[src/logic/phy_mgmt_pkg.sv]
// Constants shared by the PHY management register block
package phy_mgmt_pkg;
  // Register addresses on the management bus
  localparam logic [4:0] REG_IRQ_CTL_STAT = 5'h1b;
  localparam logic [4:0] REG_XOVER_CTL = 5'h1c;
  localparam logic [4:0] REG_PHY_CTL_STAT = 5'h1f;
  // Interrupt register fields: enables in the high byte, sticky flags in the low byte
  localparam int IRQ_EN_LSB = 8;
  localparam int IRQ_EN_MSB = 15;
  localparam int IRQ_ST_LSB = 0;
  localparam int IRQ_ST_MSB = 7;
  localparam int EV_JABBER = 7;
  localparam logic [7:0] IRQ_EN_RESET = 8'h00;
  localparam logic [7:0] IRQ_ST_RESET = 8'h00;
  // Crossover register fields
  localparam int XOVER_FORCE_MDI_BIT = 7;
  localparam int XOVER_DISABLE_BIT = 6;
  localparam logic [15:0] XOVER_RESET = 16'h0000;
  // PHY control/status fields
  localparam int PCTL_IRQ_POL_BIT = 14;
  localparam int PCTL_JAB_EN_BIT = 9;
  localparam int PCTL_SPD1000_BIT = 6;
  localparam int PCTL_SPD100_BIT = 5;
  localparam int PCTL_SPD10_BIT = 4;
  localparam int PCTL_DUPLEX_BIT = 3;
  localparam int PCTL_MASTER_BIT = 2;
  localparam int PCTL_LINK_FAIL_BIT = 0;
  localparam logic [15:0] PCTL_RESET = 16'h0200;
  localparam logic [15:0] PCTL_WMASK = 16'hf382;
  // Management frame layout
  localparam logic [5:0] PREAMBLE_BITS = 6'd32;
  localparam logic [4:0] OP_BITS = 5'd2;
  localparam logic [4:0] ADDR_BITS = 5'd10;
  localparam logic [4:0] TA_BITS = 5'd2;
  localparam logic [4:0] DATA_BITS = 5'd16;
  localparam logic [1:0] OP_WRITE = 2'b01;
  localparam logic [1:0] OP_READ = 2'b10;
  // Frame engine states
  typedef enum logic [2:0] {
    S_PRE,
    S_START,
    S_OP,
    S_ADDR,
    S_TA,
    S_RDATA,
    S_WDATA
  } mdio_state_t;
endpackage

[src/logic/sync_2ff.sv]
// Two flip-flop synchroniser for a group of independent levels
`timescale 1ns/1ps
module sync_2ff #(
  parameter int WIDTH = 1,
  parameter logic [WIDTH-1:0] RESET_VAL = '0
) (
  // Clock and reset
  input wire logic clock_i,
  input wire logic resetn_i,
  // Levels
  input wire logic [WIDTH-1:0] async_i,
  output logic [WIDTH-1:0] sync_o
);
  logic [WIDTH-1:0] meta_q;

  // First stage feeds only the second stage
  always_ff @(posedge clock_i or negedge resetn_i) begin
    if (!resetn_i) begin
      meta_q <= RESET_VAL;
      sync_o <= RESET_VAL;
    end else begin
      meta_q <= async_i;
      sync_o <= meta_q;
    end
  end
endmodule

[src/logic/phy_irq_mdix_status_regs.sv]
// Vendor management registers: interrupts, crossover override, PHY control/status
`timescale 1ns/1ps
// Function
// - Enables for jabber, receive error, page received
// - Bit 12 enables parallel detect fault interrupt
// - Bit 11 enables link partner acknowledge interrupt
// - Bit 10 enables link-down interrupt
// - Bit 9 enables remote fault interrupt
// - Bit 8 enables link-up interrupt
// - Jabber flag latches, cleared by read
// - Receive error flag latches, cleared by read
// - Page received flag latches, cleared by read
// - Parallel detect fault flag, cleared by read
// - Partner acknowledge flag, cleared by read
// - Link-down flag latches, cleared by read
// - Remote fault flag latches, cleared by read
// - Link-up flag latches, cleared by read
// - Crossover disable bit stops automatic pair selection
// - Forced bit picks MDI or MDI-X
// - Forced bit ignored while automatic crossover on
// - Bit 14 sets interrupt output polarity
// - Bit 9 enables jabber counter, resets one
// - Bits 6..4 report resolved speed
// - Bit 3 reports resolved duplex
// - Bit 2 reports gigabit master or slave
module phy_irq_mdix_status_regs
  import phy_mgmt_pkg::*;
(
  // Clock and reset
  input wire logic clock_i,
  input wire logic resetn_i,
  // Management pins (MDIO is two-way)
  input wire logic mdc_i,
  input wire logic mdio_i,
  output logic mdio_o,
  output logic mdio_oe_o,
  input wire logic [4:0] phy_addr_i,
  // Events from the PHY core, order jabber..link-up
  input wire logic [7:0] event_i,
  // Resolved status from the PHY core
  input wire logic speed_1000_i,
  input wire logic speed_100_i,
  input wire logic speed_10_i,
  input wire logic duplex_full_i,
  input wire logic master_i,
  input wire logic link_check_fail_i,
  input wire logic auto_pair_mdi_i,
  // Controls to the PHY core
  output logic auto_crossover_en_o,
  output logic pair_mdi_o,
  output logic jabber_cnt_en_o,
  output logic irq_o
);
  logic [1:0] rst_q;
  logic rstn;
  logic mdc_s;
  logic mdio_s;
  logic mdc_d1_q;
  logic mdc_rise;
  mdio_state_t state_q;
  logic [5:0] pre_cnt_q;
  logic [4:0] bit_cnt_q;
  logic [1:0] op_q;
  logic [9:0] addr_q;
  logic [15:0] shift_q;
  logic [15:0] rd_data;
  logic addr_hit;
  logic [4:0] reg_sel;
  logic rd_latch;
  logic wr_stb;
  logic [7:0] clr_mask;
  logic [7:0] ev_set;
  logic [7:0] ien_q;
  logic [7:0] ist_q;
  logic [15:0] xover_q;
  logic [15:0] pctl_q;
  logic irq_active;

  // Reset release through two flops, assertion stays asynchronous
  always_ff @(posedge clock_i or negedge resetn_i) begin
    if (!resetn_i) begin
      rst_q <= 2'b00;
    end else begin
      rst_q <= {rst_q[0], 1'b1};
    end
  end
  assign rstn = rst_q[1];

  // Pins come from the host's domain
  sync_2ff #(
    .WIDTH(2),
    .RESET_VAL(2'b01)
  ) u_sync (
    .clock_i(clock_i),
    .resetn_i(rstn),
    .async_i({mdc_i, mdio_i}),
    .sync_o({mdc_s, mdio_s})
  );

  // Rising edge of MDC marks each frame bit
  always_ff @(posedge clock_i or negedge rstn) begin
    if (!rstn) begin
      mdc_d1_q <= 1'b0;
    end else begin
      mdc_d1_q <= mdc_s;
    end
  end
  assign mdc_rise = mdc_s & ~mdc_d1_q;

  // Address compare is only meaningful once all ten header bits are in
  assign addr_hit = (addr_q[9:5] == phy_addr_i);
  assign reg_sel = addr_q[4:0];
  // Read data is captured as the last address bit arrives
  assign rd_latch = mdc_rise && (state_q == S_ADDR) && (bit_cnt_q == ADDR_BITS - 5'd1)
                    && (op_q == OP_READ) && ({addr_q[8:0], mdio_s} >> 5 == {5'h00, phy_addr_i});
  assign wr_stb = mdc_rise && (state_q == S_WDATA) && (bit_cnt_q == DATA_BITS - 5'd1)
                  && (op_q == OP_WRITE) && addr_hit;

  // Frame engine; preamble of 32 ones required before every frame
  always_ff @(posedge clock_i or negedge rstn) begin
    if (!rstn) begin
      state_q <= S_PRE;
      pre_cnt_q <= 6'd0;
      bit_cnt_q <= 5'd0;
      op_q <= 2'b00;
      addr_q <= 10'h000;
    end else if (mdc_rise) begin
      case (state_q)
        S_PRE: begin
          if (mdio_s) begin
            pre_cnt_q <= (pre_cnt_q == PREAMBLE_BITS) ? pre_cnt_q : pre_cnt_q + 6'd1;
          end else begin
            pre_cnt_q <= 6'd0;
            if (pre_cnt_q == PREAMBLE_BITS) begin
              state_q <= S_START;
            end
          end
        end
        S_START: begin
          bit_cnt_q <= 5'd0;
          state_q <= mdio_s ? S_OP : S_PRE;
        end
        S_OP: begin
          op_q <= {op_q[0], mdio_s};
          bit_cnt_q <= bit_cnt_q + 5'd1;
          if (bit_cnt_q == OP_BITS - 5'd1) begin
            bit_cnt_q <= 5'd0;
            state_q <= S_ADDR;
          end
        end
        S_ADDR: begin
          addr_q <= {addr_q[8:0], mdio_s};
          bit_cnt_q <= bit_cnt_q + 5'd1;
          if (bit_cnt_q == ADDR_BITS - 5'd1) begin
            bit_cnt_q <= 5'd0;
            state_q <= S_TA;
          end
        end
        S_TA: begin
          bit_cnt_q <= bit_cnt_q + 5'd1;
          if (bit_cnt_q == TA_BITS - 5'd1) begin
            bit_cnt_q <= 5'd0;
            state_q <= (op_q == OP_READ) ? S_RDATA : S_WDATA;
          end
        end
        S_RDATA, S_WDATA: begin
          bit_cnt_q <= bit_cnt_q + 5'd1;
          if (bit_cnt_q == DATA_BITS - 5'd1) begin
            bit_cnt_q <= 5'd0;
            state_q <= S_PRE;
          end
        end
        default: begin
          state_q <= S_PRE;
        end
      endcase
    end
  end

  // Data shifter: read word loaded at address end, write word shifted in
  // Every read data rise moves one bit up, so bit 14 always holds the next bit out
  always_ff @(posedge clock_i or negedge rstn) begin
    if (!rstn) begin
      shift_q <= 16'h0000;
    end else if (rd_latch) begin
      shift_q <= rd_data;
    end else if (mdc_rise && state_q == S_RDATA) begin
      shift_q <= {shift_q[14:0], 1'b0};
    end else if (mdc_rise && state_q == S_WDATA) begin
      shift_q <= {shift_q[14:0], mdio_s};
    end
  end

  // Pin drive: zero in the second turnaround bit, then data MSB first.
  // Output moves a few clocks after the MDC rise, so host hold is ample.
  always_ff @(posedge clock_i or negedge rstn) begin
    if (!rstn) begin
      mdio_oe_o <= 1'b0;
      mdio_o <= 1'b1;
    end else if (mdc_rise) begin
      if (state_q == S_TA && bit_cnt_q == 5'd0 && op_q == OP_READ && addr_hit) begin
        mdio_oe_o <= 1'b1;
        mdio_o <= 1'b0;
      end else if (state_q == S_TA && mdio_oe_o) begin
        mdio_o <= shift_q[15];
      end else if (state_q == S_RDATA && mdio_oe_o && bit_cnt_q != DATA_BITS - 5'd1) begin
        mdio_o <= shift_q[14];
      end else begin
        mdio_oe_o <= 1'b0;
        mdio_o <= 1'b1;
      end
    end
  end

  // Register read image; register index taken from the bit now arriving
  always_comb begin
    rd_data = 16'h0000;
    case ({addr_q[3:0], mdio_s})
      REG_IRQ_CTL_STAT: begin
        rd_data = {ien_q, ist_q};
      end
      REG_XOVER_CTL: begin
        rd_data = xover_q;
      end
      REG_PHY_CTL_STAT: begin
        rd_data = pctl_q & PCTL_WMASK;
        rd_data[PCTL_SPD1000_BIT] = speed_1000_i;
        rd_data[PCTL_SPD100_BIT] = speed_100_i;
        rd_data[PCTL_SPD10_BIT] = speed_10_i;
        rd_data[PCTL_DUPLEX_BIT] = duplex_full_i;
        rd_data[PCTL_MASTER_BIT] = master_i;
        rd_data[PCTL_LINK_FAIL_BIT] = link_check_fail_i;
      end
      default: begin
        rd_data = 16'h0000;
      end
    endcase
  end

  // Interrupt enables, writable byte of the interrupt register
  always_ff @(posedge clock_i or negedge rstn) begin
    if (!rstn) begin
      ien_q <= IRQ_EN_RESET;
    end else if (wr_stb && reg_sel == REG_IRQ_CTL_STAT) begin
      ien_q <= shift_q[14:7];
    end
  end

  // Jabber detection is off while its counter is disabled
  assign ev_set = event_i & {jabber_cnt_en_o, 7'h7f};
  assign clr_mask = (rd_latch && {addr_q[3:0], mdio_s} == REG_IRQ_CTL_STAT) ? ist_q : 8'h00;

  // Sticky flags; an event in the reading cycle survives the clear
  always_ff @(posedge clock_i or negedge rstn) begin
    if (!rstn) begin
      ist_q <= IRQ_ST_RESET;
    end else begin
      ist_q <= (ist_q & ~clr_mask) | ev_set;
    end
  end

  // Crossover and PHY control storage; read-only bits never stored
  always_ff @(posedge clock_i or negedge rstn) begin
    if (!rstn) begin
      xover_q <= XOVER_RESET;
      pctl_q <= PCTL_RESET;
    end else if (wr_stb && reg_sel == REG_XOVER_CTL) begin
      xover_q <= {shift_q[14:0], mdio_s};
    end else if (wr_stb && reg_sel == REG_PHY_CTL_STAT) begin
      pctl_q <= {shift_q[14:0], mdio_s} & PCTL_WMASK;
    end
  end

  // Pair selection: forced bit only counts with automatic crossover off
  assign auto_crossover_en_o = ~xover_q[XOVER_DISABLE_BIT];
  assign pair_mdi_o = xover_q[XOVER_DISABLE_BIT] ? xover_q[XOVER_FORCE_MDI_BIT]
                      : auto_pair_mdi_i;
  assign jabber_cnt_en_o = pctl_q[PCTL_JAB_EN_BIT];

  // Interrupt pin at the programmed polarity
  // Combinational so the pin releases in the same cycle the read clears the flags
  assign irq_active = |(ist_q & ien_q);
  assign irq_o = pctl_q[PCTL_IRQ_POL_BIT] ? irq_active : ~irq_active;
endmodule

[config.mk]
export PLATFORM = sky130hd
export DESIGN_NAME = phy_irq_mdix_status_regs
export DESIGN_NICKNAME = d
export VERILOG_FILES = /design/src/logic/phy_mgmt_pkg.sv /design/src/logic/sync_2ff.sv /design/src/logic/phy_irq_mdix_status_regs.sv
export SDC_FILE = /design/constraint.sdc
export NUM_CORES = 1
export LEC_CHECK = 0
export BUFFER_PORTS_ARGS = -buffer_cell sky130_fd_sc_hd__buf_2
export CAP_MARGIN = 25
export CORE_ASPECT_RATIO = 0.7
export CORE_MARGIN = 8
export CORE_UTILIZATION = 55
export CTS_CLUSTER_DIAMETER = 40
export CTS_CLUSTER_SIZE = 30
export DETAILED_ROUTE_END_ITERATION = 16
export GPL_TIMING_DRIVEN = 0
export PLACE_DENSITY = 0.74
export SYNTH_ARGS = -nofsm -noshare
export SYNTH_HDL_FRONTEND = slang
export SYNTH_SLANG_ARGS = --single-unit
[constraint.sdc]
create_clock -name clock_i -period 3.1 [get_ports clock_i]
set_input_delay 0.31 -clock clock_i [delete_from_list [all_inputs] [get_ports clock_i]]
set_output_delay 0.31 -clock clock_i [all_outputs]
set_load 0.01 [all_outputs]
* Word-level counts from Yosys, hierarchy flattened
Cells that the tools add are included.
Storage, ports and cells: register bits 91, input port bits 24, output and inout bits 6, word-level logic and storage cells 119
Operators by class: $add $sub $neg 2, eq/ne operators 30, multiplexer cells 28, bitwise logic cells 10, reduce and logical (&&, ||, !) cells 33
Operators by type and width (number):
- $mux 16 | 3
- $pmux 16 s3 | 1
- $eq 5x5->1 const B | 6
- $and 8x8->8 | 3
- $pmux 5 s4 | 1
- $logic_and 1x1->1 | 19
- $mux 3 | 6
- $pmux 3 s6 | 1
- $ne 2x2->1 const B | 8
- $mux 5 | 3
- $mux 6 | 2
- $eq 5x4->1 const B | 2
- $eq 5x5->1 | 2
- $eq 3x3->1 const B | 3
- $mux 1 | 8
- $mux 8 | 1
- $not 8->8 | 1
- $or 8x8->8 | 1
- $reduce_and 2->1 | 4
- $reduce_or 8->1 | 1
- $reduce_and 7->1 | 1
- $add 6x1->6 const B | 1
- $eq 3x2->1 const B | 2
- $eq 6x6->1 const B | 1
- other kinds (16) | 22

* Logic depth before layout (Yosys ltp)
depth after elaboration 11, gate-level depth with buffers 10

* Hierarchy
A second synthesis with hierarchy kept.
Second synthesis, totals: cells, all modules 378, area total of the unflattened synthesis 4533.1 sq um
Modules (own cells, without submodules):
- phy_irq_mdix_status_regs | times used 1, cells an instance 374, area each 4430.5 sq um
- sync_2ff | times used 1, cells an instance 4, area each 102.6 sq um

* Worst setup path before layout
Ideal clock, no wire load.
path kind register -> register, from reg bit_cnt_q[0], to reg bit_cnt_q[2], setup time 0.064 ns, arrival 2.201 ns, data required time 3.036 ns, path slack 0.835 ns, cell stages (with the launch flop) 11, path buffers 1, cell sequence dfrtp_1 ha_1 nand3_1 inv_1 ha_1 o21ai_0 nor2_1 or4_1 clkbuf_1 nor4_1 a21o_1
Between the ends: cells in the longest elaborated chain, start to end 3, elaborated cells on any way between the ends 8, those cells by class add/sub: 1; eq/ne: 3; mux: 4
RTL lines:
- start: declaration | line phy_irq_mdix_status_regs.sv:62 | logic [4:0] bit_cnt_q;
- start signal: assignment | line phy_irq_mdix_status_regs.sv:145 | bit_cnt_q <= bit_cnt_q + 5'd1;
- start signal: assignment | line phy_irq_mdix_status_regs.sv:153 | bit_cnt_q <= bit_cnt_q + 5'd1;
- start signal: assignment | line phy_irq_mdix_status_regs.sv:160 | bit_cnt_q <= bit_cnt_q + 5'd1;
- $add 5x1->5 (tied with other cells)
- $mux 5, on equally long branches
- $pmux 5 s4 (*) | line phy_irq_mdix_status_regs.sv:128 | case (state_q)
Every way passes the cells marked *; elsewhere a longest branch is shown, timed or not. A chain may end at the register's enable or synchronous reset.

* Worst setup path after layout
from reg bit_cnt_q[0], to reg ien_q[2]
Between the ends: cells in the longest elaborated chain, start to end 5
RTL lines:
- $eq 5x4->1 | line phy_irq_mdix_status_regs.sv:116 | assign wr_stb = mdc_rise && (state_q == S_WDATA) && (bit_cnt_q == DATA_BITS - 5'd1)
- $logic_and 1x1->1 | line phy_irq_mdix_status_regs.sv:116
- $logic_and 1x1->1 (2 in series) | line phy_irq_mdix_status_regs.sv:117 | && (op_q == OP_WRITE) && addr_hit;
- $logic_and 1x1->1 | line phy_irq_mdix_status_regs.sv:244 | end else if (wr_stb && reg_sel == REG_IRQ_CTL_STAT) begin
- end signal: assignment | line phy_irq_mdix_status_regs.sv:245 | ien_q <= shift_q[14:7];
- end: declaration | line phy_irq_mdix_status_regs.sv:73 | logic [7:0] ien_q;
No other way between the ends.

==> results.json <==
{
  "pin_count": 30,
  "dr.pass1.iters": 4,
  "clk_latency_ns": 0.34,
  "clock-root-buffer": "clkbuf_16",
  "finalSetupTns_ns": 0,
  "nets": 459,
  "p_switching_uw": 502.7,
  "ys_async_sr_fraction": 1.000,
  "initial_core_util": 0.5605,
  "placed_cell_area_um2": 4677,
  "die_x_um": 122.6,
  "max_slew_margin": 0.2871,
  "n_antenna_cell": 0,
  "ys_seq_elements": 91,
  "period_share": 0.9443,
  "register_area_um2": 2286,
  "syn_to_final_growth_pct": 14.27,
  "dpl.hpwl_um": 6952,
  "worstPathMaxFanout": 8,
  "overflow": 0,
  "p_int_uw": 1907,
  "drv_slew": 0,
  "leakage_uw": 0.002204,
  "synth-main-ff-cell": "dfrtp_1",
  "die_h_um": 90.62,
  "switching_share": 0.2087,
  "drive_above_1_share": 0.2702,
  "cts_tree": "yes",
  "yosysWarnings": 0,
  "path_class": "reg -> reg",
  "wl_per_cell_um": 18.26,
  "drtIter0Drc": 241,
  "synth_seq_area_share": 0.5217,
  "clk_pin_slew_ns": 0.06,
  "grt_max_degree": 65,
  "cp-start-kind": "flip-flop",
  "syn_inst": 386,
  "ir_worst_vdd_mv": 0.4143,
  "status": "finished clean",
  "syn_area_um2": 4374,
  "finalHoldViolCount": 0,
  "gp_routability_congestion": 0.8678,
  "grt_pass1_vias": 3179,
  "worst_ep_required_time_ns": 3.33,
  "core_area_um2": 7804,
  "min_period_ns": 2.927,
  "cts.sinks": 91,
  "rsz0062_at_grt": "no",
  "hold_slack_ns": 0.05968,
  "rows": 27,
  "grt_pass1_wl_um": 16380,
  "finalSetupViolCount": 0,
  "arrival_ns": 3.16,
  "avgSynthCellArea_um2": 11.33,
  "clockBufferDepth": 2,
  "via_per_inst": 6.034,
  "multi_input_area_um2": 1983,
  "ant_nets": 0,
  "routed-via-count": 3222,
  "dp_cells": 517,
  "route.detailed.drc": 0,
  "synth_nets": 417,
  "max_freq_mhz": 341.6,
  "synth.distinct_cells": 52,
  "die-area_um2": 11110,
  "port_buffers": 29,
  "final_cells": 534,
  "worstSetupEndpointType": "flip-flop",
  "numCtsBuffers": 9,
  "p_seq_frac": 0.506,
  "grt.total_usage": 0.1895,
  "hold_class": "in -> reg",
  "power_density_nw_per_um2": 482.0,
  "routed_wl_um": 9750,
  "fillCellCount": 594,
  "fin_skew_ns": 0.005388,
  "antenna_found_initial": 0,
  "worst_pin_slew_ns": 1.061,
  "drv_cap": 0,
  "power_frac_clock": 0.461,
  "synth_edf_count": 0,
  "final_area_um2": 4999,
  "htree_levels": 3,
  "power_frac_comb": 0.033
}
==> final cells by class <==
type | instances | share of cell area
Inverter | 10 | 0.007509
Timing Repair Buffer | 31 | 0.03655
Buffer | 17 | 0.01527
Clock inverter | 3 | 0.009262
Sequential cell | 91 | 0.4573
Clock buffer | 13 | 0.05207
Multi-Input combinational cell | 268 | 0.3967
Tap cell | 101 | 0.02528
==> per-stage QoR <==
step                        util  power (uW)  setup WS (ns)
after global placement    0.5953        1314        -0.5851
after detailed placement  0.5993        1322         0.1920
after CTS                 0.6399        2440         0.1621
after floorplan                -        1281         0.3846
final                     0.6405        2409         0.1725
after global routing      0.6405        2500       0.003643
==> cell usage in the layout, fill, tap and decap left out, types with 10 or more instances in the layout <==
| cell type | count |
|---|---|
| xnor2_1 | 10 |
| inv_1 | 10 |
| buf_2 | 33 |
| mux2_2 | 45 |
| a21oi_1 | 16 |
| dfrtp_1 | 86 |
| a221o_1 | 13 |
| a22oi_1 | 18 |
| nand3_1 | 11 |
| nand2_1 | 31 |
| nor2_1 | 22 |
| clkbuf_1 | 13 |
==> routing by layer <==
metal / global-route usage / wire (um) / vias up
met2: 0.2560 / 4260 / 87
met3: 0.06933 / 674 / 5
li1: - / - / 1508
met5: 0 / 0 / -
met4: 0.06572 / 78 / 0
met1: 0.2706 / 4736 / 1622
==> path summary, 6_finish.rpt <==
kind | from | end | slack, ns | cells after the start
worst max-delay path | bit_cnt_q[0]$_DFFE_PN0P_ | ien_q[2]$_DFFE_PN0P_ | 0.17 | 9
worst max register to register | bit_cnt_q[0]$_DFFE_PN0P_ | ien_q[2]$_DFFE_PN0P_ | 0.17 | 9
min in group asynchronous | rst_q[1]$_DFF_PN0_ | addr_q[7]$_DFFE_PN0P_ | 0.24 | 0
max in group asynchronous | rst_q[1]$_DFF_PN0_ | mdio_o$_DFFE_PN1N_ | 2.20 | 1
worst min register to register | rst_q[1]$_DFF_PN0_ | addr_q[7]$_DFFE_PN0P_ | 0.24 | 0
worst min-delay path | mdio_i | u_sync.meta_q[0]$_DFF_PN1_ | 0.06 | 1
==> logic make-up after synthesis <==
| family | Yosys count | synth area share |
|---|---|---|
| XOR/XNOR | 16 | 0.03204 |
| buffers and inverters | 27 | 0.02603 |
| other | 1 | 0.0008573 |
| AO/OA/AOI/OAI | 94 | 0.1602 |
| AND/OR/NAND/NOR | 104 | 0.1210 |
| adder cells (fa/ha/maj) | 7 | 0.02002 |
| multiplexers | 46 | 0.1181 |
| flip-flops | 91 | 0.5217 |
==> synth_stat cells, types with 6 or more instances <==
library cell	n	area, um2
a221o_1	13	130.1
nand2_1	31	116.4
mux2_2	45	506.7
xnor2_1	10	87.58
o21ai_0	9	45.04
a22oi_1	18	135.1
a21o_1	9	67.56
nand3_1	12	60.06
inv_1	10	37.54
a21oi_2	9	78.83
ha_1	7	87.58
nor3_1	6	30.03
dfrtp_1	87	2177
nor2_1	22	82.58
xor2_1	6	52.55
clkbuf_1	11	41.29
a21oi_1	16	80.08
==> registers in the layout, indices dropped and copies added (netlist names), 2 cells and up <==
| signal | count |
|---|---|
| state_q | 3 |
| op_q | 2 |
| u_sync.meta_q | 2 |
| pctl_q | 8 |
| ien_q | 8 |
| u_sync.sync_o | 2 |
| pre_cnt_q | 6 |
| bit_cnt_q | 5 |
| addr_q | 10 |
| shift_q | 16 |
| rst_q | 2 |
| xover_q | 16 |
| ist_q | 8 |
==> critical path, cell delays in order (launching register included) <==
cell and delay, ns:
dfrtp_1 0.44, ha_1 0.23, nand3_1 0.12, inv_1 0.08, ha_1 0.28, nand4b_1 0.13
nor4_1 0.42, nor2b_1 0.24, nand4b_1 0.45, mux2_2 0.44
==> power by group through the flow <==
stage | combinational [uW] | sequential (uW) | clock, uW
finish | 79.4 | 1220 | 1110
floorplan | 32.2 | 1250 | 0
detailed placement | 80.1 | 1240 | 0
CTS | 81.5 | 1220 | 1140
global placement | 57.7 | 1260 | 0
global route | 92.9 | 1220 | 1190
==> repair_timing <==
item / 4_1_cts / 5_1_grt
gates resized for setup: 0 / 1
setup endpoints to repair: 0 / 10
endpoints found under the hold margin: 2 / 0
hold buffers: 1 / 0
setup buffers: 0 / 0
Power figures use the tool's default switching activity.
